`src/core/dig_io_pkg.sv`:
```
// Constants for the digital audio I/O configuration registers.
// Assumes a register write/read port driven by the serial control interface logic.
package dig_io_pkg;
  localparam logic [7:0] out_ctrl_addr = 8'h01;
  localparam logic [7:0] in_ctrl_addr = 8'h02;
  localparam logic [15:0] out_ctrl_reset = 16'h00a0;
  localparam logic [15:0] in_ctrl_reset = 16'h0080;
  localparam logic [15:0] out_ctrl_mask = 16'h01b7;
  localparam logic [15:0] in_ctrl_mask = 16'h0087;
  localparam int mute_pos = 8;
  localparam int pwr_pos = 7;
  localparam int src_lsb = 4;
  localparam int fmt_lsb = 0;
  localparam logic [2:0] fmt_default = 3'h0;
  localparam logic [2:0] fmt_last_valid = 3'h5;
  localparam logic [1:0] src_default = 2'h0;
  localparam logic [4:0] xtl_div_reset = 5'h08;
  localparam logic [3:0] app_mode_reset = 4'h2;
  typedef enum logic [1:0] {
    src_adc = 2'h0,
    src_serial_in = 2'h1,
    src_spdif_rx = 2'h2,
    src_mixer = 2'h3
  } out_src_t;
  typedef enum logic [2:0] {
    fmt_i2s = 3'h0,
    fmt_lsb16 = 3'h1,
    fmt_lsb18 = 3'h2,
    fmt_lsb20 = 3'h3,
    fmt_lsb24 = 3'h4,
    fmt_msb = 3'h5
  } ser_fmt_t;
  typedef enum logic [2:0] {
    fs_none = 3'h0,
    fs_24k = 3'h1,
    fs_48k = 3'h2,
    fs_96k = 3'h3
  } fs48_t;
endpackage

```
`src/core/dig_io_regs.sv`:
```
// Digital audio input/output configuration registers and their decoded controls.
// Assumes the serial control interface presents one-cycle write/read strobes on ref_clk,
// a clock separate from the audio path clocks.
// The divider, mode and source-valid inputs come from logic on the same clock,
// so they pass no synchroniser.
// Decoded outputs follow the stored fields one cycle after a write.
//
// Contract
// - Mute bit 8 set mutes digital output.
// - Output power bit 7, default on.
// - Registers run on own clock.
// - Two-bit source select: ADC, serial, receiver, mixer.
// - Invalid selected source falls back to default.
// - Output format: I2S, LSB 16-24, MSB.
// - Output codes 110/111 use default format.
// - Input power bit 7, default on.
// - Four-bit application mode decoded zero to fifteen.
// - Input format same encoding, unused gives default.
// - Divider picks fs, 256/384, bit clock.
module dig_io_regs (
  // Clock and reset
  input wire logic ref_clk,
  input wire logic resetn,

  // Register port
  input wire logic reg_wr,
  input wire logic reg_rd,
  input wire logic [7:0] reg_addr,
  input wire logic [15:0] reg_wdata,
  output logic [15:0] reg_rdata,
  output logic reg_rvalid,

  // Neighbouring clock register fields
  input wire logic [4:0] crystal_divider_field,
  input wire logic [3:0] app_mode_field,

  // Source validity from the application
  input wire logic [3:0] src_valid,

  // Decoded output controls
  output logic output_mute_bit,
  output logic output_power_bit,
  output dig_io_pkg::out_src_t output_source_select,
  output dig_io_pkg::ser_fmt_t output_format_field,
  output logic input_power_bit,
  output dig_io_pkg::ser_fmt_t input_format_field,

  // Crystal divider and mode decode
  output dig_io_pkg::fs48_t fs48_sel,
  output logic sysclk_384,
  output logic bck_48fs,
  output logic [15:0] app_mode_onehot
);
  import dig_io_pkg::*;

  // Register images; reserved bits are never stored
  logic [15:0] out_ctrl_q;
  logic [15:0] out_ctrl_d;
  logic [15:0] in_ctrl_q;
  logic [15:0] in_ctrl_d;

  // Address decode and write strobes
  logic out_hit;
  logic in_hit;
  logic wr_out;
  logic wr_in;

  // Read path
  logic [15:0] rdata_d;

  // Raw fields as stored
  logic [2:0] ofmt_raw;
  logic [2:0] ifmt_raw;
  logic [1:0] src_raw;

  // Effective values after fallback
  logic src_ok;
  out_src_t src_d;
  ser_fmt_t ofmt_d;
  ser_fmt_t ifmt_d;

  // Clock register fields as seen here
  logic [4:0] xdiv;
  logic ratio_384;
  fs48_t fs_d;
  logic [15:0] mode_d;

  assign out_hit = (reg_addr == out_ctrl_addr);
  assign in_hit = (reg_addr == in_ctrl_addr);
  assign wr_out = reg_wr && out_hit;
  assign wr_in = reg_wr && in_hit;

  // Reserved bits are dropped on the way in, so nothing downstream ever sees them
  always_comb begin
    out_ctrl_d = out_ctrl_q;
    if (wr_out) begin
      out_ctrl_d = reg_wdata & out_ctrl_mask;
    end
  end

  always_comb begin
    in_ctrl_d = in_ctrl_q;
    if (wr_in) begin
      in_ctrl_d = reg_wdata & in_ctrl_mask;
    end
  end

  // All state is on ref_clk, never on audio clocks, so power-down cannot stall access
  always_ff @(posedge ref_clk) begin
    if (!resetn) begin
      out_ctrl_q <= out_ctrl_reset;
    end else begin
      out_ctrl_q <= out_ctrl_d;
    end
  end

  // Input register: power bit and format only
  always_ff @(posedge ref_clk) begin
    if (!resetn) begin
      in_ctrl_q <= in_ctrl_reset;
    end else begin
      in_ctrl_q <= in_ctrl_d;
    end
  end

  // Unmapped addresses read as zero; a read in a write's cycle returns the old value
  always_comb begin
    rdata_d = 16'h0000;
    if (out_hit) begin
      rdata_d = out_ctrl_q & out_ctrl_mask;
    end else if (in_hit) begin
      rdata_d = in_ctrl_q & in_ctrl_mask;
    end
  end

  // Read valid is a one-cycle pulse after each read strobe
  always_ff @(posedge ref_clk) begin
    if (!resetn) begin
      reg_rvalid <= 1'b0;
    end else begin
      reg_rvalid <= reg_rd;
    end
  end

  // Read data holds until the next read
  always_ff @(posedge ref_clk) begin
    if (!resetn) begin
      reg_rdata <= 16'h0000;
    end else if (reg_rd) begin
      reg_rdata <= rdata_d;
    end
  end

  // Decoded controls follow the stored fields one cycle after a write
  assign ofmt_raw = out_ctrl_q[fmt_lsb +: 3];
  assign ifmt_raw = in_ctrl_q[fmt_lsb +: 3];
  assign src_raw = out_ctrl_q[src_lsb +: 2];

  always_ff @(posedge ref_clk) begin
    if (!resetn) begin
      output_mute_bit <= out_ctrl_reset[mute_pos];
    end else begin
      output_mute_bit <= out_ctrl_q[mute_pos];
    end
  end

  always_ff @(posedge ref_clk) begin
    if (!resetn) begin
      output_power_bit <= out_ctrl_reset[pwr_pos];
    end else begin
      output_power_bit <= out_ctrl_q[pwr_pos];
    end
  end

  always_ff @(posedge ref_clk) begin
    if (!resetn) begin
      input_power_bit <= in_ctrl_reset[pwr_pos];
    end else begin
      input_power_bit <= in_ctrl_q[pwr_pos];
    end
  end

  // A source the application marks invalid is replaced by the default path
  assign src_ok = src_valid[src_raw];

  always_comb begin
    unique case (src_raw)
      2'h0: src_d = src_adc;
      2'h1: src_d = src_serial_in;
      2'h2: src_d = src_spdif_rx;
      2'h3: src_d = src_mixer;
    endcase
    if (!src_ok) begin
      src_d = out_src_t'(src_default);
    end
  end

  always_ff @(posedge ref_clk) begin
    if (!resetn) begin
      output_source_select <= out_src_t'(src_default);
    end else begin
      output_source_select <= src_d;
    end
  end

  // Codes 110 and 111 are unused and fall back to the default format
  always_comb begin
    unique case (ofmt_raw)
      3'h0: ofmt_d = fmt_i2s;
      3'h1: ofmt_d = fmt_lsb16;
      3'h2: ofmt_d = fmt_lsb18;
      3'h3: ofmt_d = fmt_lsb20;
      3'h4: ofmt_d = fmt_lsb24;
      3'h5: ofmt_d = fmt_msb;
      default: ofmt_d = ser_fmt_t'(fmt_default);
    endcase
  end

  always_comb begin
    unique case (ifmt_raw)
      3'h0: ifmt_d = fmt_i2s;
      3'h1: ifmt_d = fmt_lsb16;
      3'h2: ifmt_d = fmt_lsb18;
      3'h3: ifmt_d = fmt_lsb20;
      3'h4: ifmt_d = fmt_lsb24;
      3'h5: ifmt_d = fmt_msb;
      default: ifmt_d = ser_fmt_t'(fmt_default);
    endcase
  end

  always_ff @(posedge ref_clk) begin
    if (!resetn) begin
      output_format_field <= ser_fmt_t'(fmt_default);
    end else begin
      output_format_field <= ofmt_d;
    end
  end

  always_ff @(posedge ref_clk) begin
    if (!resetn) begin
      input_format_field <= ser_fmt_t'(fmt_default);
    end else begin
      input_format_field <= ifmt_d;
    end
  end

  // Only the 48 kHz family is decoded here; other codes report no rate
  assign xdiv = crystal_divider_field;

  // Bit 0 picks 384 fs in every family, and with it a 48 fs bit clock
  assign ratio_384 = xdiv[0];

  always_comb begin
    unique case (xdiv[4:1])
      4'h6: fs_d = fs_24k;
      4'h7: fs_d = fs_48k;
      4'h8: fs_d = fs_96k;
      default: fs_d = fs_none;
    endcase
  end

  // Rate code is registered alongside the ratio flags
  always_ff @(posedge ref_clk) begin
    if (!resetn) begin
      fs48_sel <= fs_48k;
    end else begin
      fs48_sel <= fs_d;
    end
  end

  always_ff @(posedge ref_clk) begin
    if (!resetn) begin
      sysclk_384 <= xtl_div_reset[0];
    end else begin
      sysclk_384 <= ratio_384;
    end
  end

  always_ff @(posedge ref_clk) begin
    if (!resetn) begin
      bck_48fs <= xtl_div_reset[0];
    end else begin
      bck_48fs <= ratio_384;
    end
  end

  // One decoder bit per mode; exactly one is high for any field value
  for (genvar m = 0; m < 16; m++) begin : g_mode
    assign mode_d[m] = (app_mode_field == 4'(m));
  end

  // Registered so the mode output, like every output, comes from a flop
  always_ff @(posedge ref_clk) begin
    if (!resetn) begin
      app_mode_onehot <= 16'h0001 << app_mode_reset;
    end else begin
      app_mode_onehot <= mode_d;
    end
  end
endmodule

```
`config.mk`:
```
export PLATFORM = sky130hd
export DESIGN_NAME = dig_io_regs
export DESIGN_NICKNAME = d
export VERILOG_FILES = /design/src/core/dig_io_pkg.sv /design/src/core/dig_io_regs.sv
export SDC_FILE = /design/constraint.sdc
export NUM_CORES = 1
export LEC_CHECK = 0
export BUFFER_PORTS_ARGS = -buffer_cell sky130_fd_sc_hd__buf_2
export CAP_MARGIN = 30
export CORE_ASPECT_RATIO = 1.2
export CORE_MARGIN = 4
export CORE_UTILIZATION = 49
export DETAILED_ROUTE_END_ITERATION = 6
export GPL_TIMING_DRIVEN = 1
export PLACE_DENSITY_LB_ADDON = 0.2
export SLEW_MARGIN = 20
export SYNTH_ARGS = -nofsm -noshare
export SYNTH_HDL_FRONTEND = slang
export SYNTH_SLANG_ARGS = --single-unit
export TNS_END_PERCENT = 1
```
`constraint.sdc`:
```
create_clock -name ref_clk -period 2.4 [get_ports ref_clk]
set_input_delay 0.48 -clock ref_clk [delete_from_list [all_inputs] [get_ports ref_clk]]
set_output_delay 0.48 -clock ref_clk [all_outputs]
set_load 0.005 [all_outputs]
```
==> impl_results.md, run 1 <==
* VDD IR max at 367 uV
* Routed via count at 1,479
* Max Cap Violations at 0
* Post-synthesis sequential area ratio at 0.509
* Die area at 0.00500 mm2
* Clk_lat worst skew at 290 ps
* Critical path type: in -> reg
* YS warnings at 0
* Starting density of the core at 0.517
* Pwr per Cell Area at 635 mW/mm2
* Antenna diodes at 0
* FP Rows at 24
* CP startpoint kind: input port
* Cells after Synth at 192
* HP Class: in -> reg
* Post-synth top area share at 0.509
* Crit path time final at 1340 ps
* Largest cells by area after synthesis: dfxtp_1, mux2i_1, buf_4, and3b_2, nand2b_1
* Global route overflow at 0
* DRC at 0
* Average wire per standard cell at 11.9 um
* Filler cell count at 332
* Fin crit share at 0.558
* Synth area leader: dfxtp_1
* P&R area growth vs syn at 23.3%
* DIE WIDTH at 65.2 um
* Placed cell count at 305
* Fin worst setup slack at 1060 ps
* Placeable Area at 0.00372 mm2
* Top-Level Pins at 90
* Register Area at 981 um2
* CTS resizes at 0
* Detailed-placement wirelength estimate at 2.84 mm
* Worst-path clk slew at 80 ps
* F_max at 747 MHz
* Final WL at 3.73 mm
* Largest net degree at the start of global routing at 36
* Status: finished, final reports clean
* Total Power at 1.51 mW
* Arrival time at the worst endpoint at 1560 ps
* Gr usage total at 0.159
* Drt initial violations at 79
* Unrepaired setup endpoints after global routing: no
* Required time of the critical path at 2620 ps
* Vias in the first global route at 1,473
* Setup TNS at 0 ps
* Synthesized area at 0.00193 mm2
* Leak pwr at 1.12 nW
* Fraction of registers with async set/reset at 0
* Post-synth EDFFs at 0
* Critical path peak fanout at 11
* Setup bufs post-CTS at 0
* CTS H-tree lvls at 2
* Layout cells sized above 1 at 0.341
* Cell variety after synth at 30
* Main synth FF type: dfxtp_1
* TritonCTS clock tree: done
* Placed cell area at 0.00226 mm2
* Hold buffer count at cts at 0
* CTS root buffer: clkbuf_8
* Pre-antenna DRT Iters at 4
* First-pass GRT wire length at 6.30 mm
* Pre-CTS setup slack at 742 ps
* CTS sink cnt at 49
* Worst setup EP type: register
* PortBufs at 69
* Most frequent cells in the layout: buf_2, dfxtp_1, nand2_1, nor2_1, mux2i_1
* Yosys reg bits at 49
* Mean Syn Cell Area at 10.0 um2
* Initial antenna violation count at 0
* Max Slew Vio Count at 0
* Clock Skew at 6.79 ps
* Footprint of the multi-input gates at 831 um2
* Final setup viols at 0
* DR vias/cell at 4.73
* CTS buffer count at 5
* Commonest non-fill, non-tap cell in the layout: buf_2
* Final Hold Viols at 0
* Cell area after layout at 0.00238 mm2
* Die height at 76.7 um
* Clk buf depth at 2
* Nets at 305
* Layout Cells excl Fill at 313
* Final ANT Viol Nets at 0
* Final GP Congestion at 0.733
==> Yosys cell counts, drive strengths merged (2+ instances only) <==
cell,count
dfxtp,49
nand2,16
nor2,16
buf,15
mux2i,12
nand2b,10
and3b,8
a21boi,7
a21oi,6
and2,6
inv,6
nor2b,5
clkbuf,4
ha,4
nor3,4
o2111ai,4
nand4,3
nor4b,3
a31oi,2
and3,2
nand3,2
nand3b,2
nor3b,2
==> routing by layer <==
metal	track usage	up-vias	part of all wire
met1	0.170	663	0.42
met2	0.283	51	0.49
met4	0.0622	0	0.014
li1	-	761	-
met5	0	-	0
met3	0.0512	4	0.077
==> kinds of logic (layout without fill, tap and decap cells) <==
group	after synthesis	in the layout	share of synthesized area
buffers and inverters	25	85	0.0773
DFF	49	49	0.509
and+or+nand+nor	81	81	0.252
AOI/OAI and AO/OA	20	20	0.0714
other	1	10	0.00195
muxes	12	12	0.0623
adders and majority gates	4	4	0.0260
==> area by class of cell <==
cell class | count | share of cell area
Sequential cell | 49 | 0.413
Inverter | 6 | 0.00948
Tap cell | 52 | 0.0274
Clock buffer | 7 | 0.0363
Clock inverter | 1 | 0.0126
Multi-Input combinational cell | 127 | 0.350
Timing Repair Buffer | 71 | 0.152
==> critical path, stage by stage <==
cell     delay [ps]
buf_2           100
nor4_2          250
buf_4           210
and3_1          320
mux2i_1         210
==> state kept, by name, indices dropped and copies added (netlist names) <==
signal	cells
in_ctrl_q	4
input_power_bit	1
reg_rvalid	1
output_power_bit	1
output_source_select	2
app_mode_onehot	16
reg_rdata	7
output_format_field	3
input_format_field	3
output_mute_bit	1
out_ctrl_q	7
bck_48fs	1
fs48_sel	2
==> power by group <==
group	internal (mW)	switching [mW]
combinational	0.0453	0.0548
clock	0.339	0.246
sequential	0.822	0.00223
total	1.21	0.303
==> path summary, 6_finish.rpt <==
check	from	to	slack (ps)	cells after the start
worst max-delay path	reg_addr[5]	in_ctrl_q[2]	1060	5
worst max register to register	in_ctrl_q[1]	input_format_field[0]	1310	5
worst min-delay path	crystal_divider_field[1]	fs48_sel[0]	390	2
worst min register to register	in_ctrl_q[7]	input_power_bit	440	2
==> per-stage QoR <==
step,utilization,hold slack [ps]
3_5_place_dp,0.607,429
2_1_floorplan,-,408
5_1_grt,0.638,386
6_report,0.638,387
4_1_cts,0.638,377
3_3_place_gp,0.607,431
Note: power is estimated with default switching activity, not from simulation.
==> run 2: changes to the inputs <==
- CORE_UTILIZATION: 49 -> 46
- clock period: 2.4 -> 1.4 ns (I/O delays scaled with it)
==> run 2 against run 1 <==
Net effect: via count is essentially flat; count of clock-buffer cells in the layout shrank 1; combinational power grew 77%; critical path type is now reg -> reg; non-clock buffer count is 2 higher; utilization shrank 3.6 points; clock power increased by 77%; worst hold slack got worse by 220 ps; die area increased by 5.8%; critical path depth unchanged; cell count up 1.3%; sequential share of layout area down 0.58 points.
==> impl_results.md, run 2 (synthesized netlist as in run 1, its figures left out) <==
* Largest registers: app_mode_onehot: 16 flops, out_ctrl_q: 7 flops, reg_rdata: 7 flops
* Clk_lat worst skew at 290 ps
* WHS at 169 ps
* Required time of the critical path at 1640 ps
* Setup bufs post-CTS at 0
* Layout cells sized above 1 at 0.350
* Clk buf depth at 2
* Die area at 0.00529 mm2
* Grt peak-use layer: met2
* CTS root buffer: clkbuf_8
* Final WL at 3.69 mm
* R2r endpoint: input_format_field[0]
* Die height at 78.9 um
* Final ANT Viol Nets at 0
* CTS buffer count at 5
* CTS resizes at 0
* Clock Skew at 2.69 ps
* Fin worst setup slack at 292 ps
* Max Slew Vio Count at 0
* First-pass GRT wire length at 5.87 mm
* CTS sink cnt at 49
* Met1 Resource Use GR at 0.170
* PortBufs at 69
* Layout Cells excl Fill at 317
* Final setup viols at 0
* Hold buffer count at cts at 0
* Leak pwr at 1.14 nW
* Number of cells on the worst reg-to-reg path at 5
* Slowest cell on crit path: dfxtp_1
* Status: finished, final reports clean
* Total Power at 2.63 mW
* FP Rows at 25
* Unrepaired setup endpoints after global routing: no
* Starting density of the core at 0.481
* DIE WIDTH at 67.1 um
* Placeable Area at 0.00400 mm2
* Global route overflow at 0
* M2 GR Usage at 0.236
* Drt initial violations at 99
* Crit-path most repeated cell: a21oi_1
* Average wire per standard cell at 11.6 um
* Top-Level Pins at 90
* DR vias/cell at 4.67
* Max Cap Violations at 0
* Placed cell count at 309
* CP top delay family: flip-flops
* Max reg flops at 16
* Detailed-placement wirelength estimate at 2.83 mm
* CP peak stage delay at 420 ps
* Cell area after layout at 0.00241 mm2
* Final GP Congestion at 0.785
* Pre-CTS setup slack at -18.9 ps
* Hold Path End: fs48_sel[0]
* P&R area growth vs syn at 25.1%
* WP buf/inv at 1
* Critical path peak fanout at 5
* Hold Path Cell Cnt at 2
* TritonCTS clock tree: done
* Crit-path cells: inv_1 > ha_1 > a21oi_1 > a21oi_1 > nor2_1
* CTS H-tree lvls at 2
* CP startpoint kind: register
* Vias in the first global route at 1,355
* Routed via count at 1,480
* Fin crit share at 0.792
* Gr usage total at 0.142
* F_max at 902 MHz
* VDD IR max at 623 uV
* Commonest non-fill, non-tap cell in the layout: buf_2
* Reg-to-Reg Start: in_ctrl_q[1]
* Critical path type: reg -> reg
* HP Class: in -> reg
* Met3 Use GR at 0.0396
* Placed cell area at 0.00229 mm2
* Hold path start: crystal_divider_field[1]
* Worst setup EP type: register
* Most frequent cells in the layout: buf_2, dfxtp_1, nand2_1, nor2_1, mux2i_1
* Pre-antenna DRT Iters at 4
* Antenna diodes at 0
* Initial antenna violation count at 0
* Largest net degree at the start of global routing at 39
* DRC at 0
* Arrival time at the worst endpoint at 1350 ps
* Pwr per Cell Area at 1090 mW/mm2
* Nets at 307
* Worst-path clk slew at 90 ps
* Crit path time final at 1110 ps
* Setup slack, reg-to-reg at 290 ps
* Most flop-heavy register: app_mode_onehot
* Final Hold Viols at 0
==> run 2: cell types whose count changed in the layout (fill, tap and decap cells not counted) <==
cell        delta
buf_12         +1
buf_4          +1
clkbuf_1       -1
clkinvlp_4     +1
==> run 2: routing by layer <==
layer  part of all wire  wire length [um]
met1               0.42              1560
met2               0.48              1780
met3              0.080               296
met4              0.015                56
met5                  0                 0
==> run 2: report_power, final <==
group	internal, mW	switching, mW
clock	0.581	0.455
combinational	0.0832	0.0942
sequential	1.41	0.00420
total	2.07	0.554
==> run 2: worst max-delay path by stage <==
stage / start / end / cells after the start
final: in_ctrl_q[1] / input_format_field[0] / 5
after global routing: reg_addr[5] / in_ctrl_q[2] / 5
after CTS: in_ctrl_q[1] / input_format_field[0] / 5
after detailed placement: reg_addr[5] / in_ctrl_q[7] / 5
after global placement: reg_addr[5] / out_ctrl_q[8] / 5
after floorplan: reg_addr[5] / out_ctrl_q[4] / 5
==> run 2: area by class of cell <==
class | instances | area [um2]
multi-input combinational | 127 | 831
tap | 54 | 67.6
timing repair buffer | 73 | 388
fill | 392 | 1590
inverter | 6 | 22.5
sequential | 49 | 981
clock inverter | 2 | 37.5
clock buffer | 6 | 82.6
==> run 2: metrics by stage <==
step / utilization / TNS [ps]
floorplan: - / 0
global placement: 0.572 / 0
detailed placement: 0.572 / -34.2
CTS: 0.602 / 0
global route: 0.602 / 0
finish: 0.602 / 0
